File: config.mk
export PLATFORM = sky130hd
export DESIGN_NAME = pfs_sequencer
export DESIGN_NICKNAME = d
export VERILOG_FILES = /design/src/include/pfs_pkg.sv /design/src/pfs_sequencer.sv
export VERILOG_INCLUDE_DIRS = /design/src /design/src/include
export SDC_FILE = /design/constraint.sdc
export NUM_CORES = 1
export LEC_CHECK = 0
export BUFFER_PORTS_ARGS = -buffer_cell sky130_fd_sc_hd__clkbuf_2
export CORE_MARGIN = 5
export CORE_UTILIZATION = 57
export CTS_BUF_LIST = sky130_fd_sc_hd__clkbuf_16
export DETAILED_ROUTE_END_ITERATION = 12
export GPL_TIMING_DRIVEN = 0
export MAX_ROUTING_LAYER = met4
export PLACE_DENSITY = 0.78
export SYNTH_ARGS = -nofsm -noshare
export SYNTH_HDL_FRONTEND = slang
export SYNTH_SLANG_ARGS = --single-unit
File: constraint.sdc
create_clock -name clk_sys -period 2.6 [get_ports clk_sys]
set_clock_uncertainty 0.15 [all_clocks]
set_input_delay 0.52 -clock clk_sys [delete_from_list [all_inputs] [get_ports clk_sys]]
set_output_delay 0.52 -clock clk_sys [all_outputs]
set_load 0.01 [all_outputs]
File: src/include/pfs_consts.svh
// Timing constants and codes for the power-fail sequencer.
`ifndef PFS_CONSTS_SVH
`define PFS_CONSTS_SVH
`define PFS_CLK_HZ 10000000
`define PFS_RESET_WAIT_US 3000
`define PFS_RESET_WAIT_CYC ((`PFS_RESET_WAIT_US * (`PFS_CLK_HZ / 1000000)))
`define PFS_INIT_MIN_US 8
`define PFS_INIT_MAX_US 20
`define PFS_INIT_PULSE_US 10
`define PFS_INIT_PULSE_CYC ((`PFS_INIT_PULSE_US * (`PFS_CLK_HZ / 1000000)))
`define PFS_DC_DELAY_US 1
`define PFS_DC_DELAY_CYC ((`PFS_DC_DELAY_US * (`PFS_CLK_HZ / 1000000)))
`define PFS_EVENT_VECTOR 9'h040
`endif

File: src/include/pfs_pkg.sv
// Types shared by the power-fail sequencer.
package pfs_pkg;
	typedef enum logic [5:0] {
		PFS_POWERUP = 6'h01,
		PFS_RUN = 6'h02,
		PFS_WAIT = 6'h04,
		PFS_INIT = 6'h08,
		PFS_HALT = 6'h10,
		PFS_DCLOW = 6'h20
	} pfs_state_t;

	typedef struct packed {
		logic req;
		logic [8:0] vector;
		logic vector_read;
	} pfs_irq_t;

	typedef struct packed {
		pfs_state_t state;
		logic [2:0] ac_sync;
		logic [2:0] dc_sync;
		logic [2:0] ev_sync;
		logic [15:0] count;
		logic bus_init;
		logic trap;
		logic halt;
		logic run;
		logic ev_pend;
		logic ac_was_good;
	} pfs_regs_t;
endpackage : pfs_pkg

File: src/pfs_sequencer.sv
// Power-down sequencing, bus initialize and line-clock event request.
//
// Functional notes
// [RULE1] Supply drops ac good on low line.
// [RULE2] Power-down sequence always completes once started; a dc good drop during the reset wait ends it early.
// [RULE3] Pending mastership requests hold until initialize.
// [RULE4] Initialize pulse 8-20 us after 3 ms.
// [RULE5] Halt directly after power-down initialize.
// [RULE6] Supply keeps dc good 4 ms.
// [RULE7] Initialize no sooner than 1 us after dc.
// [RULE8] Supply holds dc low at least 3 ms.
// [RULE9] Line-clock event requests interrupt, vector 100 octal.
// [RULE10] No vector-read transaction for line-clock event.
// [RULE11] Ac good drop while running starts trap.
// [RULE12] Initialize held at power-up until dc good.
// [RULE13] Power inputs synchronised before use.
//
// State walk: power-up holds initialize until dc good is seen, then runs.
// A fall of ac good while running raises one trap pulse and starts the
// reset wait; when the wait runs out, initialize is driven for the pulse
// time and the block then halts. A fall of dc good while running, waiting
// or halted waits the dc delay, drives initialize and returns to the
// power-up hold. Every count is in cycles of clk_sys.
// Ac good that never rose since power-up is not a drop, so a supply that
// brings ac good up late does not trap the freshly started processor.
`timescale 1ns/1ps
`include "pfs_consts.svh"

module pfs_sequencer #(
	parameter int RESET_WAIT_CYC = `PFS_RESET_WAIT_CYC
) (
	input wire logic clk_sys,
	input wire logic sys_rst,
	input wire logic ac_power_good,
	input wire logic dc_power_good,
	input wire logic line_clock_event_n,
	input wire logic event_ack,
	output logic bus_initialize_n_out,
	output logic bus_initialize_n_oe,
	output logic power_fail_trap,
	output logic halt_request,
	output logic run_indicator,
	output pfs_pkg::pfs_irq_t event_irq
);
	// ==========================================================
	// Elaboration checks
	localparam int CYC_PER_US = `PFS_CLK_HZ / 1000000;
	localparam int PULSE_MIN = `PFS_INIT_MIN_US * CYC_PER_US;
	localparam int PULSE_MAX = `PFS_INIT_MAX_US * CYC_PER_US;

	// The counter is sixteen bits wide, so longer waits cannot be served.
	if (RESET_WAIT_CYC < 1 || RESET_WAIT_CYC > 65535) begin : g_bad_wait
		$error("RESET_WAIT_CYC out of range");
	end
	// The clock must be fast enough to count whole microseconds.
	if (CYC_PER_US < 1) begin : g_bad_clk
		$error("Clock too slow for microsecond timing");
	end
	// The initialize pulse must stay inside its legal width.
	if (`PFS_INIT_PULSE_CYC < PULSE_MIN ||
		`PFS_INIT_PULSE_CYC > PULSE_MAX) begin : g_bad_pulse
		$error("Initialize pulse width out of range");
	end
	// A zero dc delay would drive initialize only two cycles after dc good is seen low.
	if (`PFS_DC_DELAY_CYC < 1) begin : g_bad_dc
		$error("Dc delay too short");
	end

	localparam logic [15:0] WAIT_CYC = 16'(RESET_WAIT_CYC);
	localparam logic [15:0] PULSE_CYC = 16'(`PFS_INIT_PULSE_CYC);
	localparam logic [15:0] DC_CYC = 16'(`PFS_DC_DELAY_CYC);

	// A rise counts once the second and third stages agree; while they differ the result is prev, so with prev low a fall counts at once.
	function automatic logic agreed(input logic [2:0] s, input logic prev);
		agreed = (s[1] == s[2]) ? s[2] : prev;
	endfunction : agreed

	// True when a settled level that was high is now seen low.
	function automatic logic fell_now(input logic was, input logic level);
		fell_now = was && !level;
	endfunction : fell_now

	pfs_pkg::pfs_regs_t r;
	pfs_pkg::pfs_regs_t next_r;
	logic ac_ok;
	logic dc_ok;
	logic ev_on;
	logic ac_drop;

	// ==========================================================
	// Input conditioning
	// The ac, dc and line-clock pins each pass three flip-flops; only the last two are compared,
	// so the first stage never feeds any decision.
	assign ac_ok = agreed(r.ac_sync, 1'b0); // [RULE13]
	assign dc_ok = agreed(r.dc_sync, 1'b0); // [RULE13]
	assign ev_on = (r.ev_sync[1] == r.ev_sync[2]) && !r.ev_sync[2];
	assign ac_drop = fell_now(r.ac_was_good, ac_ok); // [RULE11]

	// ==========================================================
	// Sequencer
	always_comb begin
		next_r = r;
		next_r.ac_sync = {r.ac_sync[1:0], ac_power_good}; // [RULE13]
		next_r.dc_sync = {r.dc_sync[1:0], dc_power_good}; // [RULE13]
		next_r.ev_sync = {r.ev_sync[1:0], line_clock_event_n}; // [RULE13]
		next_r.ac_was_good = ac_ok;
		// The count runs down to zero and rests there.
		next_r.trap = 1'b0;
		if (r.count != 16'h0000) begin
			next_r.count = r.count - 16'h0001;
		end
		// Set wins over acknowledge.
		if (ev_on && r.run) begin
			next_r.ev_pend = 1'b1; // [RULE9]
		end else if (event_ack) begin
			next_r.ev_pend = 1'b0;
		end
		case (r.state)
			// Initialize is held until dc good has settled high.
			pfs_pkg::PFS_POWERUP: begin
				next_r.bus_init = 1'b1; // [RULE12]
				next_r.run = 1'b0;
				next_r.halt = 1'b0;
				if (dc_ok) begin
					next_r.bus_init = 1'b0; // [RULE12]
					next_r.state = pfs_pkg::PFS_RUN;
					next_r.run = 1'b1;
				end
			end
			// A dc drop outranks an ac drop, since power is then lost.
			pfs_pkg::PFS_RUN: begin
				if (!dc_ok) begin
					next_r.count = DC_CYC;
					next_r.state = pfs_pkg::PFS_DCLOW;
				end else if (ac_drop) begin
					next_r.trap = 1'b1; // [RULE11]
					next_r.count = WAIT_CYC; // [RULE4]
					next_r.state = pfs_pkg::PFS_WAIT;
				end
			end
			// The reset wait runs to its end once it has started, unless dc good drops.
			pfs_pkg::PFS_WAIT: begin
				// Return of ac good is ignored here. [RULE2]
				if (!dc_ok) begin
					next_r.count = DC_CYC;
					next_r.state = pfs_pkg::PFS_DCLOW;
				end else if (r.count == 16'h0000) begin
					next_r.bus_init = 1'b1; // [RULE4]
					next_r.count = PULSE_CYC;
					next_r.state = pfs_pkg::PFS_INIT;
				end
			end
			// The pulse ends one cycle early so it lasts exactly its count.
			pfs_pkg::PFS_INIT: begin
				if (r.count == 16'h0001) begin
					next_r.bus_init = 1'b0; // [RULE4]
					next_r.halt = 1'b1; // [RULE5]
					next_r.run = 1'b0; // [RULE5]
					next_r.state = pfs_pkg::PFS_HALT;
				end
			end
			// Halted until the supply finally drops dc good.
			pfs_pkg::PFS_HALT: begin
				if (!dc_ok) begin
					next_r.count = DC_CYC;
					next_r.state = pfs_pkg::PFS_DCLOW;
				end
			end
			// Wait the dc delay, then drive initialize for power-up.
			pfs_pkg::PFS_DCLOW: begin
				next_r.run = 1'b0;
				next_r.halt = 1'b1;
				if (r.count == 16'h0000) begin
					next_r.bus_init = 1'b1; // [RULE7]
					next_r.halt = 1'b0;
					next_r.state = pfs_pkg::PFS_POWERUP;
				end
			end
			default: begin
				next_r.state = pfs_pkg::PFS_POWERUP;
			end
		endcase
	end

	// Reset puts the block in the power-up hold with initialize driven.
	always_ff @(posedge clk_sys) begin
		if (sys_rst) begin
			r.state <= pfs_pkg::PFS_POWERUP;
			r.ac_sync <= 3'h0;
			r.dc_sync <= 3'h0;
			r.ev_sync <= 3'h7;
			r.count <= 16'h0000;
			r.bus_init <= 1'b1;
			r.trap <= 1'b0;
			r.halt <= 1'b0;
			r.run <= 1'b0;
			r.ev_pend <= 1'b0;
			r.ac_was_good <= 1'b0;
		end else begin
			r <= next_r;
		end
	end

	// ==========================================================
	// Outputs
	// The initialize line is open drain: the data is always low and
	// the enable alone decides whether the line is pulled down.
	assign bus_initialize_n_out = 1'b0;
	assign bus_initialize_n_oe = r.bus_init;
	assign power_fail_trap = r.trap;
	assign halt_request = r.halt;
	assign run_indicator = r.run;
	assign event_irq.req = r.ev_pend; // [RULE9]
	assign event_irq.vector = `PFS_EVENT_VECTOR; // [RULE9]
	assign event_irq.vector_read = 1'b0; // [RULE10]
endmodule : pfs_sequencer

**Word level (Yosys, flattened, before mapping)**

Index checks and enable logic that the tools add are counted.
W data, S select, Z words.

- $add $sub $neg: 1
- Eq/ne operators: 18
- Muxes and demuxes: 30
- Bitwise logic cells: 2
- Reductions and logical operators: 14

Operators by type and width:

| cell | count |
|---|---|
| $mux W16 | 5 |
| $mux W6 | 8 |
| $pmux W16 S3 | 1 |
| $pmux W6 S6 | 1 |
| $mux W17 | 1 |
| $eq A16 B1 Y1 const B | 1 |
| $logic_not A16 Y1 | 1 |
| $reduce_bool A16 Y1 | 1 |
| $sub A16 B1 Y16 const B | 1 |
| $ne A2 B2 Y1 const B | 6 |
| $mux W1 | 11 |
| $eq A6 B1 Y1 const B | 1 |
| $eq A6 B2 Y1 const B | 1 |
| $eq A6 B3 Y1 const B | 1 |
| $eq A6 B4 Y1 const B | 1 |
| $eq A6 B5 Y1 const B | 1 |
| $eq A6 B6 Y1 const B | 1 |
| $ne A3 B3 Y1 const B | 2 |
| $pmux W2 S3 | 1 |
| $reduce_and A6 Y1 | 1 |
| $reduce_and A5 Y1 | 1 |
| $pmux W1 S4 | 1 |
| $reduce_bool A4 Y1 | 1 |
| $eq A1 B1 Y1 | 3 |
| 8 further kinds | 12 |

- Flip-flop bits (word level): 37
- Input bits: 6
- Output and inout bits: 16
- Word-level logic and storage cells: 76

**Logic depth before layout (Yosys ltp)**

Gate-level depths: netlist (run 1).

- Word-level depth: 7
- Mapped depth: 7
- Gate-level depth less buffers: 7

**Worst setup path after synthesis (run 1)**

No wires, ideal clock.

- Kind: reg-to-reg
- Start: register r[35] (netlist name)
- End: register r[31] (netlist name)
- Setup time: 0.122 ns
- Arrival time: 1.960 ns
- Data required time: 2.328 ns
- Setup slack: 0.368 ns
- Cell stages (with the launch flop): 6
- Path buffers: 0
- Period minus slack after synthesis: 2.232 ns
- Cell sequence: dfxtp_1 > or4_4 > or3b_4 > a41o_1 > and3_1 > a311o_1

- Longest elaborated chain between the ends: 3
- Elaborated cells between the ends (all ways): 14
- Those cells by class: eq/ne (12); mux (1); reduce/logical (1)

Ends and longest elaborated chain:

| item | RTL line | source |
|---|---|---|
| start, declared | pfs_sequencer.sv:83 | `pfs_pkg::pfs_regs_t r;` |
| start signal, assigned | pfs_sequencer.sv:200 | `r <= next_r;` |
| $eq A6 B3 Y1, or another cell as far along | pfs_sequencer.sv:118 | `case (r.state)` |
| $ne A3 B3 Y1 (no source line) / $ne A2 B2 Y1 (equally long branches) | - |  |
| $reduce_and A6 Y1 (no source line) | - |  |

Several ways; a longest one is shown, not always the timed one.
A chain may end at the register's enable or synchronous reset.

**Worst setup path in the final report (run 1)**

Ends and elaborated chain as after synthesis.

==> summary.md, run 1 <==
| Metric | Value |
|---|---|
| Status | `complete, no violations` |
| Setup TNS | `0 ns` |
| MaxCap Viol Count | `0` |
| DRC Markers | `0` |
| Count of input and output buffers | `9` |
| Critical Path Stages | `5` |
| Most frequent cells in the layout | `37 x dfxtp_1, 17 x nor2_1, 15 x nand2_1, 13 x a21oi_1` |
| Max Fclk | `416.0 MHz` |
| Die area | `0.004543 mm²` |
| Proportion of layout cells with a drive suffix above 1 | `0.1532` |
| CP required | `2.61 ns` |
| Synth-to-Final Area Change | `15.46%` |
| Cell row count | `20` |
| Clk sinks | `37` |
| Post-synth top area cell | `dfxtp_1` |
| Ys flop type | `dfxtp_1` |
| Clock Tree Buf Depth | `2` |
| # hold bufs at CTS | `0` |
| Total GRT Usage | `0.2211` |
| DRC marker count from the first detailed-route iteration | `110` |
| Final nets | `257` |
| Gpl congestion | `approximately 0.93` |
| CTS tree | `done` |
| Flop pwr share | `0.340` |
| Slowest cell on crit path | `or4_4` |
| Htree depth | `2` |
| Skew-Pair Late Insertion Delay | `0.28 ns` |
| Detailed-route via count | `1674` |
| # setup viols final | `0` |
| Final core occ | `0.6988` |
| Clk network pwr share | `0.224` |
| Number of flops mapped to enable cells by yosys | `0` |
| Crit end category | `flip-flop` |
| Vias in the first global route | `1540` |
| Yosys cell types | `46` |
| Final Hold Viols | `0` |
| Fraction of registers with async set/reset | `0` |
| Syn. warnings | `0` |
| Largest cells by area after synthesis | `dfxtp_1 39%, buf_4 4.8%, a21oi_1 3.5%` |
| Startpoint types | `flip-flop` |
| Worst hold slack | `0.2636 ns` |
| Cells after Synth | `222` |
| Leakage | `between 0.8 and 0.9 nW` |
| # IOs | `22` |
| Worst hold path class | `reg2reg` |
| Worst Reg-to-Reg Cells | `5` |
| WL/cell | `14.50 µm` |
| Reg clk slew, reported paths | `0.06 ns` |
| Sw Share | `0.3950` |
| Post-route ant nets | `0` |
| CP peak stage delay | `0.56 ns` |
| Die Span Y | `67.40 µm` |
| Root Buffer | `clkbuf_16` |
| Fin crit period | `2.404 ns` |
| CP top delay family | `simple AND/OR/NAND/NOR gates` |
| GRT overflow | `0` |
| VDD IR max | `0.7573 mV` |
| Die width | `roughly 67 µm` |
| Cell Area, Synth | `0.001878 mm²` |
| Tcrit/Tclk final | `0.9246` |
| Synth top area share | `0.3944` |
| Net Sw Power | `0.9974 mW` |
| Crit-path max FO | `8` |
| Aggregate routed wire length | `4.234 mm` |
| Post-DP Area | `0.002012 mm²` |
| Slew Limit Fails | `0` |
| Worst Tran Pin Value | `0.5918 ns` |
| Drt first pass iters | `4` |
| WP buf/inv | `0` |
| Final Cell Area | `0.002168 mm²` |
| Cell internal pwr | `1.527 mW` |
| N_diodes | `0` |
| #FFs+latches synth | `37` |
| Initial Util | `0.6052` |
| Gate power share | `0.436` |
| FF-to-FF setup slack | `just under 0.2 ns` |
| Hold path cells | `1` |
| Slew margin rel. | `0.6038` |
| TritonCTS buffer count | `5` |
| Critical path cell sequence | `or4_4, nor3_2, o21ai_1, and3_1, a311o_1` |
| RSZ-0062 raised after global routing | `no` |
| Setup CP Type | `reg2reg` |
| Pwr dens | `around 1200 mW/mm²` |
| Avg Cell Area, Syn | `approximately 8.5 µm²` |
| Hpwl dp | `2.941 mm` |
| Antenna violations before repair | `0` |
| Commonest non-fill, non-tap cell in the layout | `dfxtp_1` |
| First-pass GRT wire length | `7.286 mm` |
| Largest net degree at the start of global routing | `12` |
| Routed vias/inst | `5.733` |
| Sequential-to-total area share from yosys stat | `0.3944` |
| Core ar. | `0.003103 mm²` |
| Crit path DAT | `2.42 ns` |
[stage by stage]
step / power (mW) / setup slack (ns) / instances
after detailed placement: 1.877 / 0.1063 / 284
after CTS: 2.464 / 0.01663 / 292
final: 2.525 / 0.1959 / 292
after floorplan: 1.669 / 0.3676 / 231
after global placement: 1.861 / 0.09807 / 284
after global routing: 2.710 / 0.08474 / 292
[worst paths after layout]
kind / start / to
min reg2reg: next_r[23] / next_r[24]
max reg2reg: r[35] / r[31]
max: r[35] / r[31]
min: next_r[23] / next_r[24]
[final cells by class]
type | count | area [µm²]
Multi-Input combinational cell | 170 | 1055
Fill cell | 271 | 934.6
Sequential cell | 37 | 740.7
Clock buffer | 5 | 125.1
Buffer | 17 | 108.9
Tap cell | 44 | 55.05
Timing Repair Buffer | 9 | 45.04
Inverter | 7 | 26.28
Clock inverter | 3 | 12.51
[what timing repair did]
item / in CTS / in global routing
buffers inserted: 0 / 0
gates resized for setup: 0 / 3
setup endpoints to repair: 0 / 12
[power groups by stage]
stage	combinational [mW]	sequential, mW	clock [mW]
2_1_floorplan	0.858	0.811	0
3_3_place_gp	1.03	0.836	0
3_5_place_dp	1.03	0.846	0
4_1_cts	1.06	0.837	0.568
5_1_grt	1.24	0.876	0.597
6_report	1.10	0.858	0.566
[cells in the mapped netlist, types with 2 or more instances]
master	number
ha_1	4
a21o_1	2
nand2_1	15
nor3b_1	3
nor4_1	7
nand4_1	4
inv_1	7
and2_1	4
nor2_1	17
o211ai_1	2
nand3_1	2
or3_1	3
xnor2_1	7
o21ai_0	11
conb_1	2
nor2b_1	7
o31ai_1	2
buf_4	12
a21boi_0	2
xor2_1	6
dfxtp_1	37
a311oi_1	2
nand2b_1	5
clkbuf_1	4
a21oi_1	13
a31oi_1	2
nor3_1	12
or2_2	5
or4_1	6
[flip-flops by register name, indices dropped and copies added, names as in the netlist]
signal	count
event_irq	1
r	26
bus_initialize_n_oe	1
next_r	6
run_indicator	1
halt_request	1
power_fail_trap	1
[worst reg2reg max path, stage by stage, from the launching register on]
cell     delay, ns
dfxtp_1       0.37
or4_4         0.56
nor3_2        0.46
o21ai_1       0.23
and3_1        0.21
a311o_1       0.31
[logic make-up after synthesis]
| kind of cell | synth area share |
|---|---|
| AOI/OAI and AO/OA | 0.1579 |
| xor gates and xnor gates | 0.06063 |
| adders and majority gates | 0.02665 |
| buffers and inverters | 0.07195 |
| DFF | 0.3944 |
| muxes | 0.005330 |
| other | 0.003999 |
| and+or+nand+nor | 0.2791 |
[metal layers]
| layer | vias to the layer above | track usage | part of all wire |
|---|---|---|---|
| met5 | - | - | 0 |
| met4 | 0 | 0.08354 | 0.018 |
| met3 | 10 | 0.05324 | 0.063 |
| met2 | 62 | 0.3264 | 0.44 |
| met1 | 773 | 0.2923 | 0.48 |
| li1 | 829 | - | - |
Power figures use the tool's default switching activity.
==> run 2: changes to the inputs <==
Settings changed: ABC_AREA set to 1, CORE_UTILIZATION 57 to 58, PLACE_DENSITY 0.78 to 0.79.
==> summary.md, run 2 <==
| Metric | Value |
|---|---|
| Status | `complete, no violations (unchanged)` |
| Vias in the first global route | `1720 (was 1540)` |
| GRT overflow | `0 (unchanged)` |
| Htree depth | `2 (unchanged)` |
| FF-to-FF setup slack | `0.79 ns (was 0.20 ns)` |
| N_diodes | `0 (unchanged)` |
| HP Start | `next_r[23] (unchanged)` |
| Worst Reg-to-Reg Cells | `10 (was 5)` |
| DRC Markers | `0 (unchanged)` |
| Max Fclk | `552.1 MHz (was 416.0 MHz)` |
| Post-route insts no fill | `383 (was 292)` |
| Ys flop type | `dfxtp_1 (unchanged)` |
| Largest net degree at the start of global routing | `14 (was 12)` |
| Cell row count | `22 (was 20)` |
| Crit end category | `flip-flop (unchanged)` |
| Post-route ant nets | `0 (unchanged)` |
| Hold path cells | `1 (unchanged)` |
| Max reg flops | `26 (unchanged)` |
| Leakage | `1.221 nW (was 0.8786 nW)` |
| Worst hold path class | `reg2reg (unchanged)` |
| Die Span Y | `70.63 µm (was 67.40 µm)` |
| Synth top cells by count | `56 x nor2_1, 53 x nand2_1, 37 x dfxtp_1, 37 x inv_1, 24 x nand3_1 (was 37 x dfxtp_1, 17 x nor2_1, 15 x nand2_1)` |
| Synth top area share | `0.3474 (was 0.3944)` |
| Cell Area, Synth | `0.002132 mm² (was 0.001878 mm²)` |
| VDD IR max | `0.7749 mV (was 0.7573 mV)` |
| MaxCap Viol Count | `0 (unchanged)` |
| Largest cells by area after synthesis | `dfxtp_1 35%, nor2_1 9.9%, nand2_1 9.3% (was dfxtp_1 39%, buf_4 4.8%, a21oi_1 3.5%)` |
| Count leader, synth | `nor2_1 (was dfxtp_1)` |
| Crit-path max FO | `10 (was 8)` |
| Reg clk slew, reported paths | `0.06 ns (about the same)` |
| Crit path DAT | `1.87 ns (was 2.42 ns)` |
| #FFs+latches synth | `37 (unchanged)` |
| Cells after Synth | `309 (was 222)` |
| Critical path cell sequence | `inv_1, ha_1, nand2_2, nor2_2, nand2_2, buf_4, ha_1, inv_1, nand2_1, a21oi_1 (was or4_4, nor3_2, o21ai_1, and3_1, a311o_1)` |
| Detailed-route via count | `1947 (was 1674)` |
| Most frequent cells in the layout | `56 x nor2_1, 53 x nand2_1, 37 x inv_1, 37 x dfxtp_1, 24 x nand3_1 (was 37 x dfxtp_1, 17 x nor2_1, 15 x nand2_1, 13 x a21oi_1)` |
| Commonest non-fill, non-tap cell in the layout | `nor2_1 (was dfxtp_1)` |
| Fin crit period | `1.811 ns (was 2.404 ns)` |
| RSZ-0062 raised after global routing | `no (unchanged)` |
| Gpl congestion | `0.8987 (was 0.9342)` |
| FF/Latch Area | `740.7 µm² (unchanged)` |
| Final nets | `344 (was 257)` |
| Routed vias/inst | `5.084 (was 5.733)` |
| Startpoint types | `flip-flop (unchanged)` |
| First-pass GRT wire length | `7.838 mm (was 7.286 mm)` |
| Total GRT Usage | `0.1993 (was 0.2211)` |
| Pwr dens | `1283 mW/mm² (was 1164 mW/mm²)` |
| Hpwl dp | `3.364 mm (was 2.941 mm)` |
| Top reg by flops | `r (unchanged)` |
| Core ar. | `0.003606 mm² (was 0.003103 mm²)` |
| WL/cell | `11.91 µm (was 14.50 µm)` |
| CTS tree | `done (unchanged)` |
| Yosys cell types | `31 (was 46)` |
| Slowest cell on crit path | `dfxtp_1 (was or4_4)` |
| Fraction of registers with async set/reset | `0 (unchanged)` |
| Post-CTS Resized | `0 (unchanged)` |
| Antenna violations before repair | `0 (unchanged)` |
| R2r endpoint | `r[6] (was r[31])` |
| Post-Place Cells | `375 (was 284)` |
| Sequential-to-total area share from yosys stat | `0.3474 (was 0.3944)` |
| Setup TNS | `0 ns (unchanged)` |
| Final Cell Area | `0.002442 mm² (was 0.002168 mm²)` |
| Root Buffer | `clkbuf_16 (unchanged)` |
| Fillers | `319 (was 271)` |
| Die width | `70.63 µm (was 67.40 µm)` |
| Tcrit/Tclk final | `0.6967 (was 0.9246)` |
| Multi-input gate area | `0.001166 mm² (was 0.001055 mm²)` |
| Die area | `0.004989 mm² (was 0.004543 mm²)` |
| Setup Buffers After CTS | `0 (unchanged)` |
| Proportion of layout cells with a drive suffix above 1 | `0.1940 (was 0.1532)` |
| CP required | `2.66 ns (was 2.61 ns)` |
| Syn. warnings | `0 (unchanged)` |
| # hold bufs at CTS | `0 (unchanged)` |
| Initial Util | `0.5913 (was 0.6052)` |
| Slew Limit Fails | `0 (unchanged)` |
| Final Hold Viols | `0 (unchanged)` |
| # setup viols final | `0 (unchanged)` |
| Avg Cell Area, Syn | `6.900 µm² (was 8.460 µm²)` |
| Hold endpoint | `next_r[24] (unchanged)` |
| CP peak stage delay | `0.31 ns (was 0.56 ns)` |
| Post-synth top area cell | `dfxtp_1 (unchanged)` |
| Aggregate routed wire length | `4.562 mm (was 4.234 mm)` |
| Post-DP Area | `0.002271 mm² (was 0.002012 mm²)` |
| Skew-Pair Late Insertion Delay | `0.28 ns (about the same)` |
| Final core occ | `0.6773 (was 0.6988)` |
| Clock Tree Buf Depth | `2 (unchanged)` |
| Setup CP Type | `reg2reg (unchanged)` |
| DRC marker count from the first detailed-route iteration | `119 (was 110)` |
| Clk sinks | `37 (unchanged)` |
| TritonCTS buffer count | `5 (unchanged)` |
| Reg2reg start | `r[6] (was r[35])` |
| Number of flops mapped to enable cells by yosys | `0 (unchanged)` |
| # IOs | `22 (unchanged)` |
| Synth-to-Final Area Change | `14.55% (was 15.46%)` |
| Count of input and output buffers | `9 (unchanged)` |
| Drt first pass iters | `4 (unchanged)` |
run 2: kinds of logic (layout without fill, tap and decap cells):
group,count (synthesis),after routing,synth area share
AOI/OAI and AO/OA,30,30,0.08392
xor gates and xnor gates,4,4,0.01643
adders and majority gates,4,4,0.02348
buffers and inverters,54,71,0.1215
DFF,37,37,0.3474
other,2,11,0.003522
and+or+nand+nor,178,178,0.4038
run 2: through the flow:
| step | total power [mW] | worst slack [ns] | hold WS (ns) |
|---|---|---|---|
| CTS | 3.135 | 0.7923 | 0.2604 |
| global route | 3.414 | 0.6595 | 0.2705 |
| finish | 3.133 | 0.7886 | 0.2565 |
| detailed placement | 2.419 | 0.6834 | 0.2479 |
| global placement | 2.381 | 0.7526 | 0.2395 |
| floorplan | 2.137 | 0.9669 | 0.2383 |
run 2: final cells by class:
class                           instances  area share
Multi-Input combinational cell        227      0.4775
Inverter                               38     0.05840
Tap cell                               48     0.02459
Clock buffer                            5     0.05123
Clock inverter                          3     0.01895
Sequential cell                        37      0.3033
Buffer                                 16     0.04764
Timing Repair Buffer                    9     0.01844
run 2: report_power, final:
part | total [mW] | switching [mW] | leakage [nW] | internal, mW
Combinational | 1.58 | 0.982 | 0.837 | 0.600
Sequential | 0.857 | 0.141 | 0.304 | 0.717
Clock | 0.694 | 0.240 | 0.0800 | 0.453
Total | 3.13 | 1.36 | 1.22 | 1.77
run 2: worst max-delay path, delay by kind of cell, from the launching register on:
| family | cells | cell delay (ns) |
|---|---|---|
| buffers and inverters | 3 | 0.35 |
| AND/OR/NAND/NOR | 4 | 0.32 |
| AO/OA/AOI/OAI | 1 | 0.14 |
| flip-flops | 1 | 0.31 |
| adder cells (fa/ha/maj) | 2 | 0.45 |
run 2: metal layers:
layer / vias up / share of wire / GRT usage
met5: - / 0 / -
met4: 0 / 0.011 / 0.05219
met3: 8 / 0.050 / 0.04403
met2: 56 / 0.47 / 0.3191
met1: 869 / 0.47 / 0.2557
li1: 1014 / - / -
run 2: worst max path at each step:
stage,startpoint,endpoint,slack (ns),depth (start not counted)
floorplan,r[6],r[6],0.97,10
global placement,sys_rst,r[8],0.75,4
detailed placement,sys_rst,r[21],0.68,4
CTS,r[6],r[6],0.79,10
global route,r[6],r[14],0.66,9
finish,r[6],r[6],0.79,10
==> run 3: changes to the inputs <==
Settings changed: ABC_AREA 1 to 0, CORE_UTILIZATION 58 to 52, PLACE_DENSITY 0.79 to 0.75.
Clock period 2.6 ns to 1.45 ns, I/O delays scaled along.
==> summary.md, run 3 (same netlist as run 1, synthesis figures left out) <==
| Metric | Value |
|---|---|
| Status | `complete, but fails checks (was complete, no violations)` |
| Failing checks | `negative setup slack` |
| CTS tree | `done (unchanged)` |
| Final nets | `300 (was 344)` |
| Core ar. | `0.003416 mm² (was 0.003606 mm²)` |
| Synth-to-Final Area Change | `49.23% (was 14.55%)` |
| DRC marker count from the first detailed-route iteration | `323 (was 119)` |
| Die width | `70.10 µm (was 70.63 µm)` |
| Post-DP Area | `0.002076 mm² (was 0.002271 mm²)` |
| Root Buffer | `clkbuf_16 (unchanged)` |
| Detailed-route via count | `2117 (was 1947)` |
| Commonest non-fill, non-tap cell in the layout | `buf_4 (was nor2_1)` |
| DRC Markers | `0 (unchanged)` |
| Gpl congestion | `0.8423 (was 0.8987)` |
| CP required | `1.48 ns (was 2.66 ns)` |
| Final core occ | `0.8205 (was 0.6773)` |
| Largest net degree at the start of global routing | `12 (was 14)` |
| Hold endpoint | `next_r[26] (was next_r[24])` |
| Skew-Pair Late Insertion Delay | `0.28 ns (about the same)` |
| Top reg by flops | `r (unchanged)` |
| First-pass GRT wire length | `9.694 mm (was 7.838 mm)` |
| Max Fclk | `431.1 MHz (was 552.1 MHz)` |
| MaxCap Viol Count | `0 (unchanged)` |
| R2r endpoint | `bus_initialize_n_oe (was r[6])` |
| Final Hold Viols | `0 (unchanged)` |
| Htree depth | `2 (unchanged)` |
| Most frequent cells in the layout | `45 x buf_4, 26 x dfxtp_1, 15 x nor2_1, 12 x nand2_1 (was 56 x nor2_1, 53 x nand2_1, 37 x inv_1, 37 x dfxtp_1, 24 x nand3_1)` |
| Max reg flops | `26 (unchanged)` |
| Post-route ant nets | `0 (unchanged)` |
| Crit end category | `flip-flop (unchanged)` |
| Worst hold path class | `in2reg (was reg2reg)` |
| Setup WS post-layout | `-0.8695 ns (was 0.7886 ns)` |
| Final Cell Area | `0.002803 mm² (was 0.002442 mm²)` |
| Reg clk slew, reported paths | `0.05 ns (was 0.06 ns)` |
| Antenna violations before repair | `0 (unchanged)` |
| Reg2reg start | `r[36] (was r[6])` |
| N_diodes | `0 (unchanged)` |
| Hpwl dp | `2.945 mm (was 3.364 mm)` |
| CP startpoint | `r[36] (was r[6])` |
| Tcrit/Tclk final | `1.600 (was 0.6967)` |
| TritonCTS buffer count | `5 (unchanged)` |
| Die Span Y | `70.10 µm (was 70.63 µm)` |
| Cell row count | `21 (was 22)` |
| # IOs | `22 (unchanged)` |
| Worst Reg-to-Reg Cells | `6 (was 10)` |
| Multi-input gate area | `0.001286 mm² (was 0.001166 mm²)` |
| Total GRT Usage | `0.2523 (was 0.1993)` |
| RSZ-0062 raised after global routing | `yes (was no)` |
| Leakage | `1.180 nW (was 1.221 nW)` |
| Post-Place Cells | `286 (was 375)` |
| Clk sinks | `37 (unchanged)` |
| # setup viols final | `26 (was 0)` |
| Fillers | `201 (was 319)` |
| Pwr dens | `2201 mW/mm² (was 1283 mW/mm²)` |
| Clock Tree Buf Depth | `2 (unchanged)` |
| Proportion of layout cells with a drive suffix above 1 | `0.4399 (was 0.1940)` |
| Setup CP Type | `reg2reg (unchanged)` |
| Crit path DAT | `2.35 ns (was 1.87 ns)` |
| Worst slack at placement | `-0.8862 ns (was 0.6834 ns)` |
| Vias in the first global route | `1956 (was 1720)` |
| Aggregate routed wire length | `6.850 mm (was 4.562 mm)` |
| Fin crit period | `2.319 ns (was 1.811 ns)` |
| WL/cell | `20.33 µm (was 11.91 µm)` |
| Worst Tran Pin Value | `around 0.67 ns` |
| # hold bufs at CTS | `0 (unchanged)` |
| Slew margin rel. | `0.5539` |
| FF-to-FF setup slack | `-0.87 ns (was 0.79 ns)` |
| HP Start | `dc_power_good (was next_r[23])` |
| Hold path cells | `2 (was 1)` |
| Setup TNS | `-17.35 ns (was 0 ns)` |
| Count of input and output buffers | `9 (unchanged)` |
| Die area | `0.004913 mm² (was 0.004989 mm²)` |
| GRT overflow | `0 (unchanged)` |
| Slew Limit Fails | `0 (unchanged)` |
| FF/Latch Area | `764.5 µm² (was 740.7 µm²)` |
| Crit-path max FO | `7 (was 10)` |
| Startpoint types | `flip-flop (unchanged)` |
| VDD IR max | `1.545 mV (was 0.7749 mV)` |
| Routed vias/inst | `6.282 (was 5.084)` |
| Drt first pass iters | `6 (was 4)` |
| Initial Util | `0.5498 (was 0.5913)` |
| Post-route insts no fill | `337 (was 383)` |
-- run 3: cell count changes in the layout (fill, tap and decap cells not counted), moves of 8 or more --
cell	previous run	this run
nor2_2	8	0
inv_1	37	4
nand2_1	53	12
buf_4	13	45
dfxtp_1	37	26
nor2_1	56	15
buf_6	1	9
o21ai_1	1	9
a21oi_1	13	5
nand3_1	24	2
nor3_1	1	11
-- run 3: per-stage QoR --
step,total power [mW],hold slack [ns]
after floorplan,3.205,0.2395
after CTS,5.478,0.04338
after global routing,6.457,0.07691
after detailed placement,3.593,0.2493
after global placement,3.553,0.2417
final,6.169,0.08029
-- run 3: how the worst max path moves through the flow --
stage | to | slack, ns | cells after the start
after floorplan | r[31] | -0.75 | 5
after global placement | r[31] | -0.89 | 5
after detailed placement | r[31] | -0.89 | 5
after CTS | r[31] | -0.80 | 5
after global routing | bus_initialize_n_oe | -0.89 | 5
final | bus_initialize_n_oe | -0.87 | 6
-- run 3: critical path, stage by stage, from the launching register on --
cell	delay, ns
dfxtp_2	0.36
or4_4	0.53
or3b_4	0.41
buf_6	0.13
a41oi_4	0.19
a221o_1	0.18
mux2i_1	0.27
-- run 3: repair_timing --
item | 4_1_cts | 5_1_grt
buffers inserted | 29 | 13
pin swaps | 31 | 22
gates cloned | 1 | 0
setup endpoints to repair | 26 | 26
hold endpoints to repair | 0 | 0
resized for setup | 53 | 25
-- run 3: routing by layer --
layer / part of all wire / track usage / vias to the layer above
met5: 0 / - / -
met4: 0.052 / 0.1085 / 0
met3: 0.095 / 0.05595 / 41
met2: 0.46 / 0.3914 / 170
met1: 0.40 / 0.3155 / 994
li1: - / - / 912
-- run 3: cell type report --
type / count / share of cell area
clock inverters: 3 / 0.004464
inverters: 7 / 0.009375
flip-flops and latches: 37 / 0.2728
multi-input cells: 170 / 0.4589
well taps: 46 / 0.02054
plain buffers: 17 / 0.04330
clock buffers: 5 / 0.04464
repair buffers: 52 / 0.1460
-- run 3: power by group --
| group | internal (mW) | total, mW | leakage (nW) | switching, mW |
|---|---|---|---|---|
| sequential | 1.29 | 1.63 | 0.308 | 0.345 |
| combinational | 1.74 | 3.52 | 0.804 | 1.79 |
| clock | 0.621 | 1.01 | 0.0687 | 0.393 |
| total | 3.64 | 6.17 | 1.18 | 2.53 |
